--- config.mk ---
export PLATFORM = sky130hd
export DESIGN_NAME = rsc_reset_source_control
export DESIGN_NICKNAME = d
export VERILOG_FILES = /design/src/hdl/rsc_reset_source_control.v
export VERILOG_INCLUDE_DIRS = /design/src /design/src/hdl
export SDC_FILE = /design/constraint.sdc
export NUM_CORES = 1
export LEC_CHECK = 0
export ABC_AREA = 0
export BUFFER_PORTS_ARGS = -buffer_cell sky130_fd_sc_hd__buf_2
export CAP_MARGIN = 15
export CORE_UTILIZATION = 40
export DETAILED_ROUTE_END_ITERATION = 8
export PLACE_DENSITY = 0.67
export SYNTH_ARGS = -nofsm -noshare
export SYNTH_HDL_FRONTEND = slang
export SYNTH_SLANG_ARGS = --single-unit
--- constraint.sdc ---
create_clock -name pclk -period 2 [get_ports pclk]
set_input_delay 0.6 -clock pclk [delete_from_list [all_inputs] [get_ports pclk]]
set_output_delay 0.6 -clock pclk [all_outputs]
set_load 0.1 [all_outputs]
--- src/hdl/rsc_regs.vh ---
`ifndef RSC_REGS_VH
`define RSC_REGS_VH
// Register byte offsets
`define RSC_CAUSE_OFF 12'h000
`define RSC_CTRL_OFF 12'h004
`define RSC_PERIPH_OFF 12'h008
`define RSC_STATUS_OFF 12'h00C
// Cause record bit positions
`define RSC_CAUSE_EXT 0
`define RSC_CAUSE_POR 1
`define RSC_CAUSE_BOR 2
`define RSC_CAUSE_WDT 3
`define RSC_CAUSE_SW 4
// Control bit positions
`define RSC_CTRL_BOR_EN 1
`define RSC_CTRL_SYSREQ 2
// Status bit positions
`define RSC_STAT_BOR_IRQ 0
`define RSC_STAT_STRAP 1
// Reset values
`define RSC_CTRL_RST 32'h00000000
`define RSC_PERIPH_RST 32'h00000000
`define RSC_CAUSE_RST 5'h02
// Synchroniser depth for reset release
`define RSC_SYNC_STAGES 2
`endif

--- src/hdl/rsc_reset_source_control.v ---
// The APB register port and the placing of the registers were chosen for this implementation.
`timescale 1ns/1ns
// Hazards and limits
// Pin, brown-out and watchdog reset core and peripherals asynchronously, a system request from the next clock edge; release is
// always two clock edges through a synchroniser plus one output flop.
// The core request input is a level; holding it high restarts the reset each
// time the previous one ends.
// A peripheral pulse is lost if a system reset lands between the one and the zero.
// The test access port sees only the power-on chain; no other source touches it.
`include "rsc_regs.vh"

module rsc_reset_source_control #(
    parameter NPERIPH = 16
) (
    input wire pclk,
    input wire presetn,
    input wire por_detect,
    input wire ext_reset_n,
    input wire brownout_detect,
    input wire wdt_reset_req,
    input wire system_reset_request_bit,
    input wire test_mode_strap_0,
    input wire test_mode_strap_1,
    input wire psel,
    input wire penable,
    input wire pwrite,
    input wire [11:0] paddr,
    input wire [31:0] pwdata,
    output reg [31:0] prdata,
    output reg pready,
    output reg pslverr,
    output reg core_reset_n,
    output reg tap_reset_n,
    output reg [NPERIPH-1:0] periph_reset_n
);

    ////////////////////////////////////////////////////////////////////////////
    // Constants and widths

    // Reset images widened once so single bits can be picked out of them
    localparam [31:0] CTRL_RST = `RSC_CTRL_RST;
    localparam [31:0] PERIPH_RST = `RSC_PERIPH_RST;
    localparam [4:0] CAUSE_RST = `RSC_CAUSE_RST;
    // Number of cause bits, one per source
    localparam NCAUSE = 5;

    ////////////////////////////////////////////////////////////////////////////
    // Reset sources and routing

    // Power-on, pin, brown-out and watchdog sources assert asynchronously; the system request asserts from its register
    wire sys_src;
    reg bor_en_r;
    reg sysreq_r;
    assign sys_src = !ext_reset_n || (brownout_detect && bor_en_r) || wdt_reset_req
                     || sysreq_r;

    // Power-on chain: clears everything but the APB answer flops, including test access port
    reg [`RSC_SYNC_STAGES-1:0] por_sync_r;
    always @(posedge pclk or posedge por_detect) begin
        if (por_detect) begin
            por_sync_r <= {`RSC_SYNC_STAGES{1'b0}};
        end else begin
            por_sync_r <= {por_sync_r[`RSC_SYNC_STAGES-2:0], 1'b1};
        end
    end
    wire por_n = por_sync_r[`RSC_SYNC_STAGES-1];

    // System chain: por or any system source
    wire sys_async = por_detect || sys_src;
    reg [`RSC_SYNC_STAGES-1:0] sys_sync_r;
    always @(posedge pclk or posedge sys_async) begin
        if (sys_async) begin
            sys_sync_r <= {`RSC_SYNC_STAGES{1'b0}};
        end else begin
            sys_sync_r <= {sys_sync_r[`RSC_SYNC_STAGES-2:0], 1'b1};
        end
    end
    wire sys_n = sys_sync_r[`RSC_SYNC_STAGES-1];

    // Registered reset outputs, released together on one edge
    reg [NPERIPH-1:0] periph_ctl_r;
    reg [NPERIPH-1:0] periph_prev_r;
    reg [NPERIPH-1:0] periph_pulse_r;
    always @(posedge pclk or negedge sys_n) begin
        if (!sys_n) begin
            core_reset_n <= 1'b0;
            periph_reset_n <= {NPERIPH{1'b0}};
        end else begin
            core_reset_n <= 1'b1;
            periph_reset_n <= ~periph_pulse_r;
        end
    end

    // Test access port follows power-on only
    always @(posedge pclk or negedge por_n) begin
        if (!por_n) begin
            tap_reset_n <= 1'b0;
        end else begin
            tap_reset_n <= 1'b1;
        end
    end

    ////////////////////////////////////////////////////////////////////////////
    // Peripheral software reset: set then clear gives one pulse

    genvar gi;
    generate
        for (gi = 0; gi < NPERIPH; gi = gi + 1) begin : g_per
            always @(posedge pclk or negedge sys_n) begin
                if (!sys_n) begin
                    periph_prev_r[gi] <= 1'b0;
                    periph_pulse_r[gi] <= 1'b0;
                end else begin
                    periph_prev_r[gi] <= periph_ctl_r[gi];
                    periph_pulse_r[gi] <= periph_prev_r[gi] && !periph_ctl_r[gi];
                end
            end
        end
    endgenerate

    ////////////////////////////////////////////////////////////////////////////
    // Cause record, survives system resets; only power-on or a write-one-to-clear clears it

    reg [4:0] cause_r;
    reg ext_seen_r;
    reg bor_seen_r;
    reg wdt_seen_r;
    reg sw_seen_r;
    reg bor_irq_r;
    reg clr_cause;
    reg [4:0] clr_mask;
    always @(posedge pclk or negedge por_n) begin
        if (!por_n) begin
            cause_r <= CAUSE_RST;
            ext_seen_r <= 1'b0;
            bor_seen_r <= 1'b0;
            wdt_seen_r <= 1'b0;
            sw_seen_r <= 1'b0;
        end else begin
            // Latch which sources were active during the reset, report on release
            ext_seen_r <= !sys_n && (ext_seen_r || !ext_reset_n);
            bor_seen_r <= !sys_n && (bor_seen_r || (brownout_detect && bor_en_r));
            wdt_seen_r <= !sys_n && (wdt_seen_r || wdt_reset_req);
            sw_seen_r <= !sys_n && (sw_seen_r || sysreq_r);
            // Set wins over a software clear in the same cycle
            cause_r <= (cause_r & ~(clr_cause ? clr_mask : 5'h00))
                       | (sys_n ? {sw_seen_r, wdt_seen_r, bor_seen_r, 1'b0, ext_seen_r}
                          : 5'h00);
        end
    end

    ////////////////////////////////////////////////////////////////////////////
    // APB slave: one wait state, unmapped addresses give pslverr

    // Read data is fetched in the first access cycle; a write lands only at the
    // edge where pready is seen high, so it completes together with the transfer
    wire acc = psel && penable && !pready;
    wire done = psel && penable && pready;
    wire wr = done && pwrite;

    // One-hot register selects from the offset
    reg hit_cause;
    reg hit_ctrl;
    reg hit_periph;
    reg hit_status;
    always @* begin
        hit_cause = 1'b0;
        hit_ctrl = 1'b0;
        hit_periph = 1'b0;
        hit_status = 1'b0;
        if (paddr == `RSC_CAUSE_OFF) begin
            hit_cause = 1'b1;
        end else if (paddr == `RSC_CTRL_OFF) begin
            hit_ctrl = 1'b1;
        end else if (paddr == `RSC_PERIPH_OFF) begin
            hit_periph = 1'b1;
        end else if (paddr == `RSC_STATUS_OFF) begin
            hit_status = 1'b1;
        end
    end

    // Write-one-to-clear of the cause record
    always @* begin
        clr_cause = wr && hit_cause;
        clr_mask = pwdata[4:0];
    end

    // Brown-out enable and interrupt flag live in the power-on domain so a system reset keeps them
    always @(posedge pclk or negedge por_n) begin
        if (!por_n) begin
            bor_en_r <= CTRL_RST[`RSC_CTRL_BOR_EN];
            bor_irq_r <= 1'b0;
        end else begin
            if (wr && hit_ctrl) begin
                bor_en_r <= pwdata[`RSC_CTRL_BOR_EN];
            end
            // Brown-out event without reset enable: sticky, write one to clear
            if (brownout_detect && !bor_en_r) begin
                bor_irq_r <= 1'b1;
            end else if (wr && hit_status && pwdata[`RSC_STAT_BOR_IRQ]) begin
                bor_irq_r <= 1'b0;
            end
        end
    end

    // System request stays up until the reset it starts has been sampled once,
    // so the cause record can see it; a request during the reset is ignored
    reg sysreq_nxt;
    always @* begin
        sysreq_nxt = sysreq_r;
        if (!sys_n) begin
            sysreq_nxt = 1'b0;
        end else if (system_reset_request_bit
                     || (wr && hit_ctrl && pwdata[`RSC_CTRL_SYSREQ])) begin
            sysreq_nxt = 1'b1;
        end
    end
    always @(posedge pclk or negedge por_n) begin
        if (!por_n) begin
            sysreq_r <= 1'b0;
        end else begin
            sysreq_r <= sysreq_nxt;
        end
    end

    // Peripheral reset selects, cleared by every system reset
    always @(posedge pclk or negedge sys_n) begin
        if (!sys_n) begin
            periph_ctl_r <= PERIPH_RST[NPERIPH-1:0];
        end else if (wr && hit_periph) begin
            periph_ctl_r <= pwdata[NPERIPH-1:0];
        end
    end

    ////////////////////////////////////////////////////////////////////////////
    // Bus answer

    // Read data mux; unmapped offsets answer with an error and change nothing
    reg [31:0] prdata_nxt;
    reg pslverr_nxt;
    reg pready_nxt;
    always @* begin
        pready_nxt = acc;
        pslverr_nxt = 1'b0;
        prdata_nxt = 32'h00000000;
        if (acc) begin
            if (hit_cause) begin
                prdata_nxt[NCAUSE-1:0] = cause_r;
            end else if (hit_ctrl) begin
                prdata_nxt[`RSC_CTRL_BOR_EN] = bor_en_r;
                prdata_nxt[`RSC_CTRL_SYSREQ] = sysreq_r;
            end else if (hit_periph) begin
                prdata_nxt[NPERIPH-1:0] = periph_ctl_r;
            end else if (hit_status) begin
                prdata_nxt[`RSC_STAT_BOR_IRQ] = bor_irq_r;
                prdata_nxt[`RSC_STAT_STRAP] = test_mode_strap_0;
                prdata_nxt[`RSC_STAT_STRAP + 1] = test_mode_strap_1;
            end else begin
                pslverr_nxt = 1'b1;
            end
        end
    end

    // Answer flops: pready, prdata and pslverr stand for one cycle
    always @(posedge pclk or negedge presetn) begin
        if (!presetn) begin
            pready <= 1'b0;
            pslverr <= 1'b0;
            prdata <= 32'h00000000;
        end else begin
            pready <= pready_nxt;
            pslverr <= pslverr_nxt;
            prdata <= prdata_nxt;
        end
    end

endmodule

==> summary.md, run 1 <==
| Metric | Value |
|---|---|
| DR DRC count | `0` |
| Final slew viol count | `0` |
| Sequential standard cell area | `2510 µm²` |
| Port bufs | `75` |
| Critical Path Sink Type | `register` |
| Endpoints failing setup | `9` |
| Run status | `finished, violations left` |
| Hpwl dp | `4520 µm` |
| Synth Register Bits | `100` |
| Critical path's top delay family | `simple AND/OR/NAND/NOR gates` |
| CTS clk-pin slew, worst paths | `about 0.090 ns` |
| Cells after DPL | `~440` |
| Height of the die | `between 90 and 100 µm` |
| Boundary pin count | `between 100 and 150` |
| Final WS setup | `-0.0241 ns` |
| Syn avg cell area | `around 14 µm²` |
| Max Freq | `494 MHz` |
| CP Cell Sequence | `buf_6, or4_4, or4_4, mux2_4` |
| Leak Pwr | `2.23 nW` |
| Area of the multi-input gates | `approximately 900 µm²` |
| CP max stage cell | `or4_4` |
| GPL Wtd Cong | `just over 0.8` |
| Hold Crit Class | `in2async` |
| Max VDD drop | `0.000443 V` |
| Ratio of cells with drive above 1 in the final layout | `0.384` |
| Worst-Margin Slew | `0.521 ns` |
| Met1 usage | `0.194` |
| DR vias | `about 2100` |
| Slew HR | `0.653` |
| Worst-path fanout max | `8` |
| Vias in the first global route | `just over 2000` |
| Met2 GRT Util | `0.245` |
| GRT busiest layer | `met2` |
| Register area share after synthesis | `0.702` |
| Global-route wire length before repair | `10100 µm` |
| Largest stage delay, worst path | `between 0.6 and 0.7 ns` |
| Clock buffer depth | `2` |
| Vias per inst | `4.53` |
| Commonest non-fill, non-tap cell in the layout | `dfrtp_1` |
| Routed wire length | `roughly 6500 µm` |
| NumNets Final | `400` |
| Clock Sinks | `100` |
| Core area | `~8700 µm²` |
| M3 GR Usage | `0.0493` |
| Mapped Area | `~3600 µm²` |
| Post-route minimum period | `roughly 2 ns` |
| Yosys warns | `0` |
| Initial core utilization | `0.411` |
| Synth Flop Type | `dfrtp_1` |
| Remaining global-route overflow | `0` |
| Iter 0 DRT Violations | `37` |
| Non-Filler Instances | `~460` |
| CTS Hold Bufs | `0` |
| Largest net degree at the start of global routing | `38` |
| Fin crit share | `1.01` |
| Worst Path Class, Setup | `in2reg` |
| Worst setup SP type | `input port` |
| Final Hold Viols | `0` |
| Ys async rst share | `1.00` |
| Commonest cells after routing, fill and taps aside | `dfrtp_1, buf_2, inv_1` |
| FILL cells | `around 790` |
| CTS Buf Count | `9` |
| Die outline width | `between 90 and 100 µm` |
| GR Util All Layers | `0.153` |
| Max Cap Violations | `0` |
| Final Skew | `between 0.01 and 0.015 ns` |
| CP Data Arrival Time | `2.27 ns` |
| Num rows | `34` |
| Initial antenna violation count | `0` |
| Area growth syn-to-layout | `21.8%` |
| Clk root buf | `clkbuf_8` |
| TritonCTS clock tree | `built` |
| Violated checks | `negative setup slack` |
| Pre-CTS setup slack | `-0.495 ns` |
| Buf/Inv on CP | `1` |
| Ant. Diodes | `0` |
| Die footprint | `between 9000 and 10000 µm²` |
| H-Tree Depth | `3` |
| First-pass detailed-route iteration total | `4` |
| Worst path most repeated cell | `or4_4` |
| Worst path required time | `~2.3 ns` |
| Pwr/cell area | `846 nW/µm²` |
| Number of library cell types mapped by synthesis | `35` |
| ANT nets after route | `0` |
| Min Hold Slack | `about 0.089 ns` |
| Post-Synthesis Cells | `roughly 250` |
| Insertion delay to the later sink of the worst-skew pair | `~0.36 ns` |
| RSZ-0062 raised after global routing | `yes` |
| Wire length per cell | `around 14 µm` |
| EDFF count, synth | `0` |
Yosys cell counts, types with 3 or more instances:
library cell   n  share of area
a21oi_1        3         0.0042
a2bb2oi_1      4         0.0098
and2_1        11          0.019
buf_4         16          0.034
dfrtp_1       99           0.69
inv_1         25          0.026
mux2_2         6          0.019
mux2_4        10          0.042
nor2_1         9         0.0095
nor2b_1       18          0.032
nor4_1         4         0.0070
o21ai_0        7         0.0098
or4_4          3         0.0095
worst paths after layout:
path / startpoint / end / slack (ns) / cells past startpoint
max in group asynchronous: sysreq_r / sys_sync_r[1] / 0.86 / 2
hold / removal: por_detect / por_sync_r[0] / 0.09 / 2
setup / recovery: paddr[5] / periph_ctl_r[10] / -0.02 / 4
min in group pclk: por_sync_r[0] / por_sync_r[1] / 0.36 / 0
setup reg to reg: pready / bor_en_r / 0.29 / 4
hold reg to reg: sys_sync_r[1] / periph_prev_r[4] / 0.19 / 0
cell type report:
type	instances	share of cell area
sequential	100	0.577
inverter	25	0.0216
clock inverter	6	0.0164
clock buffer	10	0.0317
timing repair buffer	88	0.116
tap	108	0.0311
multi-input combinational	120	0.206
repair_timing:
item                       in CTS  in global routing
resized for setup               7                  2
setup buffers                   0                  1
cloned                          1                  0
setup endpoints to repair      17                  9
pin swaps                       4                  2
logic make-up (layout without fill, tap and decap cells):
| kind of cell | count (synthesis) | after routing | share of synthesized area |
|---|---|---|---|
| other | 2 | 20 | 0.00211 |
| AND/OR/NAND/NOR | 60 | 61 | 0.106 |
| flip-flops | 100 | 100 | 0.702 |
| buffers and inverters | 47 | 129 | 0.0737 |
| AO/OA/AOI/OAI | 17 | 17 | 0.0305 |
| multiplexers | 22 | 22 | 0.0856 |
power by group:
group / switching, W / internal, W
Sequential: 0.0000182 / 0.00203
Combinational: 0.000241 / 0.0000686
Clock: 0.000690 / 0.000621
Total: 0.000949 / 0.00272
flip-flops by register name (all words and copies together) (netlist names), 2 cells and up:
| signal | count |
|---|---|
| prdata | 16 |
| periph_prev_r | 16 |
| periph_ctl_r | 16 |
| periph_pulse_r | 16 |
| cause_r | 5 |
| por_sync_r | 2 |
| periph_reset_n | 16 |
| sys_sync_r | 2 |
layer usage:
| layer | share of wire | vias up |
|---|---|---|
| met5 | 0 | - |
| met4 | 0.019 | 0 |
| met3 | 0.050 | 12 |
| met2 | 0.49 | 65 |
| met1 | 0.44 | 1028 |
| li1 | - | 965 |
through the flow:
step	cell area, µm²	power (W)	util	TNS, ns
3_5_place_dp	4070	0.00240	0.469	-9.43
6_report	4340	0.00367	0.500	-0.187
2_1_floorplan	3630	0.00233	-	-4.96
4_1_cts	4320	0.00372	0.498	-0.0581
5_1_grt	4340	0.00382	0.500	-0.0924
3_3_place_gp	4070	0.00239	0.469	-8.31
Power figures use the tool's default switching activity.
==> run 2, diff against run 1 <==
--- a/config.mk
+++ b/config.mk
@@ -11,7 +11,8 @@
 export CAP_MARGIN = 15
 export CORE_UTILIZATION = 40
 export DETAILED_ROUTE_END_ITERATION = 8
-export PLACE_DENSITY = 0.67
+export PLACE_DENSITY_LB_ADDON = 0.3
 export SYNTH_ARGS = -nofsm -noshare
 export SYNTH_HDL_FRONTEND = slang
 export SYNTH_SLANG_ARGS = --single-unit
+export TNS_END_PERCENT = 20
==> summary.md, run 2 (synthesized netlist as in run 1, its figures left out) <==
| Metric | Value |
|---|---|
| Max Cap Violations | `0 (unchanged)` |
| Fin crit share | `1.01 (-0.00321)` |
| CP Data Arrival Time | `2.26 ns (about the same)` |
| RSZ-0062 raised after global routing | `yes` |
| Max Freq | `496 MHz (+0.32%)` |
| ANT nets after route | `0 (unchanged)` |
| GR Util All Layers | `0.144 (-0.00903)` |
| DR DRC count | `0 (unchanged)` |
| Worst path required time | `2.24 ns (about the same)` |
| CTS clk-pin slew, worst paths | `0.09 ns (about the same)` |
| Commonest non-fill, non-tap cell in the layout | `dfrtp_1` |
| Initial antenna violation count | `0 (unchanged)` |
| Worst-path fanout max | `10 (+2)` |
| Iter 0 DRT Violations | `77 (+110%)` |
| Post-route minimum period | `2.02 ns (-0.00642 ns)` |
| Commonest cells after routing, fill and taps aside | `dfrtp_1, buf_2, inv_1` |
| Final WS setup | `-0.0177 ns (+0.00642 ns)` |
| Routed wire length | `6140 µm (-5.8%)` |
| Vias in the first global route | `1955 (-4.5%)` |
| CTS Hold Bufs | `0 (unchanged)` |
| Die outline width | `96.4 µm (unchanged)` |
| TritonCTS clock tree | `built` |
| Ratio of cells with drive above 1 in the final layout | `0.386 (+0.00176)` |
| Wire length per cell | `13.4 µm (-6.0%)` |
| Largest net degree at the start of global routing | `43 (+13%)` |
| Endpoints failing setup | `10 (+1)` |
| Pwr/cell area | `818 nW/µm² (-3.3%)` |
| DR vias | `2053 (-0.82%)` |
| Slew HR | `0.645 (-0.00794)` |
| Final slew viol count | `0 (unchanged)` |
| Num rows | `34 (unchanged)` |
| R2R setup slack | `0.41 ns (+0.12 ns)` |
| Run status | `finished, violations left` |
| Clock buffer depth | `2 (unchanged)` |
| Die footprint | `9290 µm² (unchanged)` |
| H-Tree Depth | `3 (unchanged)` |
| Ant. Diodes | `0 (unchanged)` |
| CTS Buf Count | `9 (unchanged)` |
| Leak Pwr | `2.23 nW (+0.27%)` |
| Remaining global-route overflow | `0 (unchanged)` |
| Final Skew | `0.0104 ns (-0.000377 ns)` |
| Hold Crit Class | `in2async` |
| Clock Sinks | `100 (unchanged)` |
| Clk root buf | `clkbuf_8` |
| Pre-CTS setup slack | `-0.485 ns (+0.00952 ns)` |
| Boundary pin count | `108 (unchanged)` |
| Area growth syn-to-layout | `21.0%` |
| First-pass detailed-route iteration total | `5 (+1)` |
| Port bufs | `75 (unchanged)` |
| Worst path most repeated cell | `or4_4` |
| RR Endpoint | `periph_ctl_r[10]` |
| Vias per inst | `4.48 (-1.0%)` |
| Critical Path Sink Type | `register` |
| GPL Wtd Cong | `0.790 (-3.0%)` |
| Worst Path Class, Setup | `in2reg` |
| Insertion delay to the later sink of the worst-skew pair | `0.36 ns (about the same)` |
| Violated checks | `negative setup slack` |
| Max VDD drop | `0.000374 V (-16%)` |
| NumNets Final | `401 (+0.25%)` |
| Worst r2r src | `pready` |
| Hpwl dp | `4190 µm (-7.3%)` |
| Initial core utilization | `0.411 (unchanged)` |
| Design Area, Final | `4310 µm² (-0.63%)` |
| Final Hold Viols | `0 (unchanged)` |
| Global-route wire length before repair | `9690 µm (-4.4%)` |
| Core area | `8680 µm² (unchanged)` |
| CP Cell Sequence | `buf_6, or4_4, or4_4, buf_12, mux2_4` |
| Post-layout util | `0.497 (-0.00317)` |
| Worst-Margin Slew | `0.533 ns (+0.0119 ns)` |
| Worst setup SP type | `input port` |
| Height of the die | `96.4 µm (unchanged)` |
| R2R depth | `4 (unchanged)` |
| Largest stage delay, worst path | `0.58 ns (-0.11 ns)` |
| CP max stage cell | `or4_4` |
| Placed Area | `4080 µm² (+0.25%)` |
==> run 2: worst max-delay path by stage <==
stage                   from          endpoint  slack [ns]  depth (start not counted)
finish              paddr[5]  periph_ctl_r[10]       -0.02                          5
global route        paddr[5]  periph_ctl_r[10]       -0.01                          5
CTS                 paddr[5]  periph_ctl_r[10]      -0.001                          5
detailed placement  paddr[9]  periph_ctl_r[10]       -0.49                          4
global placement    paddr[9]  periph_ctl_r[10]       -0.46                          4
floorplan           paddr[9]   periph_ctl_r[0]       -0.36                          5
==> run 2: what timing repair did <==
action                                  CTS  global route
pin swaps                                 1             0
endpoints found under the setup margin   17            11
resized for setup                         4             2
setup buffers                             2             0
==> run 2: critical path: cells and delay by family <==
family / cells / cell delay [ns]
simple gates: 2 / 1.10
mux: 1 / 0.29
buf+inv: 2 / 0.26
==> run 2: power by group <==
group / switching [W] / total [W] / internal [W]
clock: 0.000685 / 0.00117 / 0.000488
combinational: 0.000229 / 0.000294 / 0.0000651
sequential: 0.0000265 / 0.00206 / 0.00204
==> run 2: layout make-up <==
| type | instances | area, µm² |
|---|---|---|
| fillers | 794 | 4370 |
| flip-flops and latches | 100 | 2510 |
| multi-input cells | 119 | 883 |
| repair buffers | 90 | 517 |
| clock buffers | 10 | 138 |
| well taps | 108 | 135 |
| inverters | 25 | 93.8 |
| clock inverters | 6 | 37.5 |
==> run 2: through the flow <==
step	setup TNS, ns	total power (W)	hold slack, ns	instances
after global routing	-0.0847	0.00369	0.0669	458
after CTS	-0.00102	0.00358	0.0643	458
after detailed placement	-8.83	0.00240	0.229	440
final	-0.113	0.00353	0.0800	458
after floorplan	-4.96	0.00233	0.160	266
after global placement	-8.53	0.00239	0.228	440
==> run 2: per-layer routing <==
layer  part of all wire  vias to the layer above  wire (µm)  track usage
met5                  0                        -          0            0
met4              0.018                        0        109       0.0539
met3              0.050                       11        307       0.0477
met2               0.47                       67       2900        0.213
met1               0.46                     1009       2820        0.198
li1                   -                      966          -            -
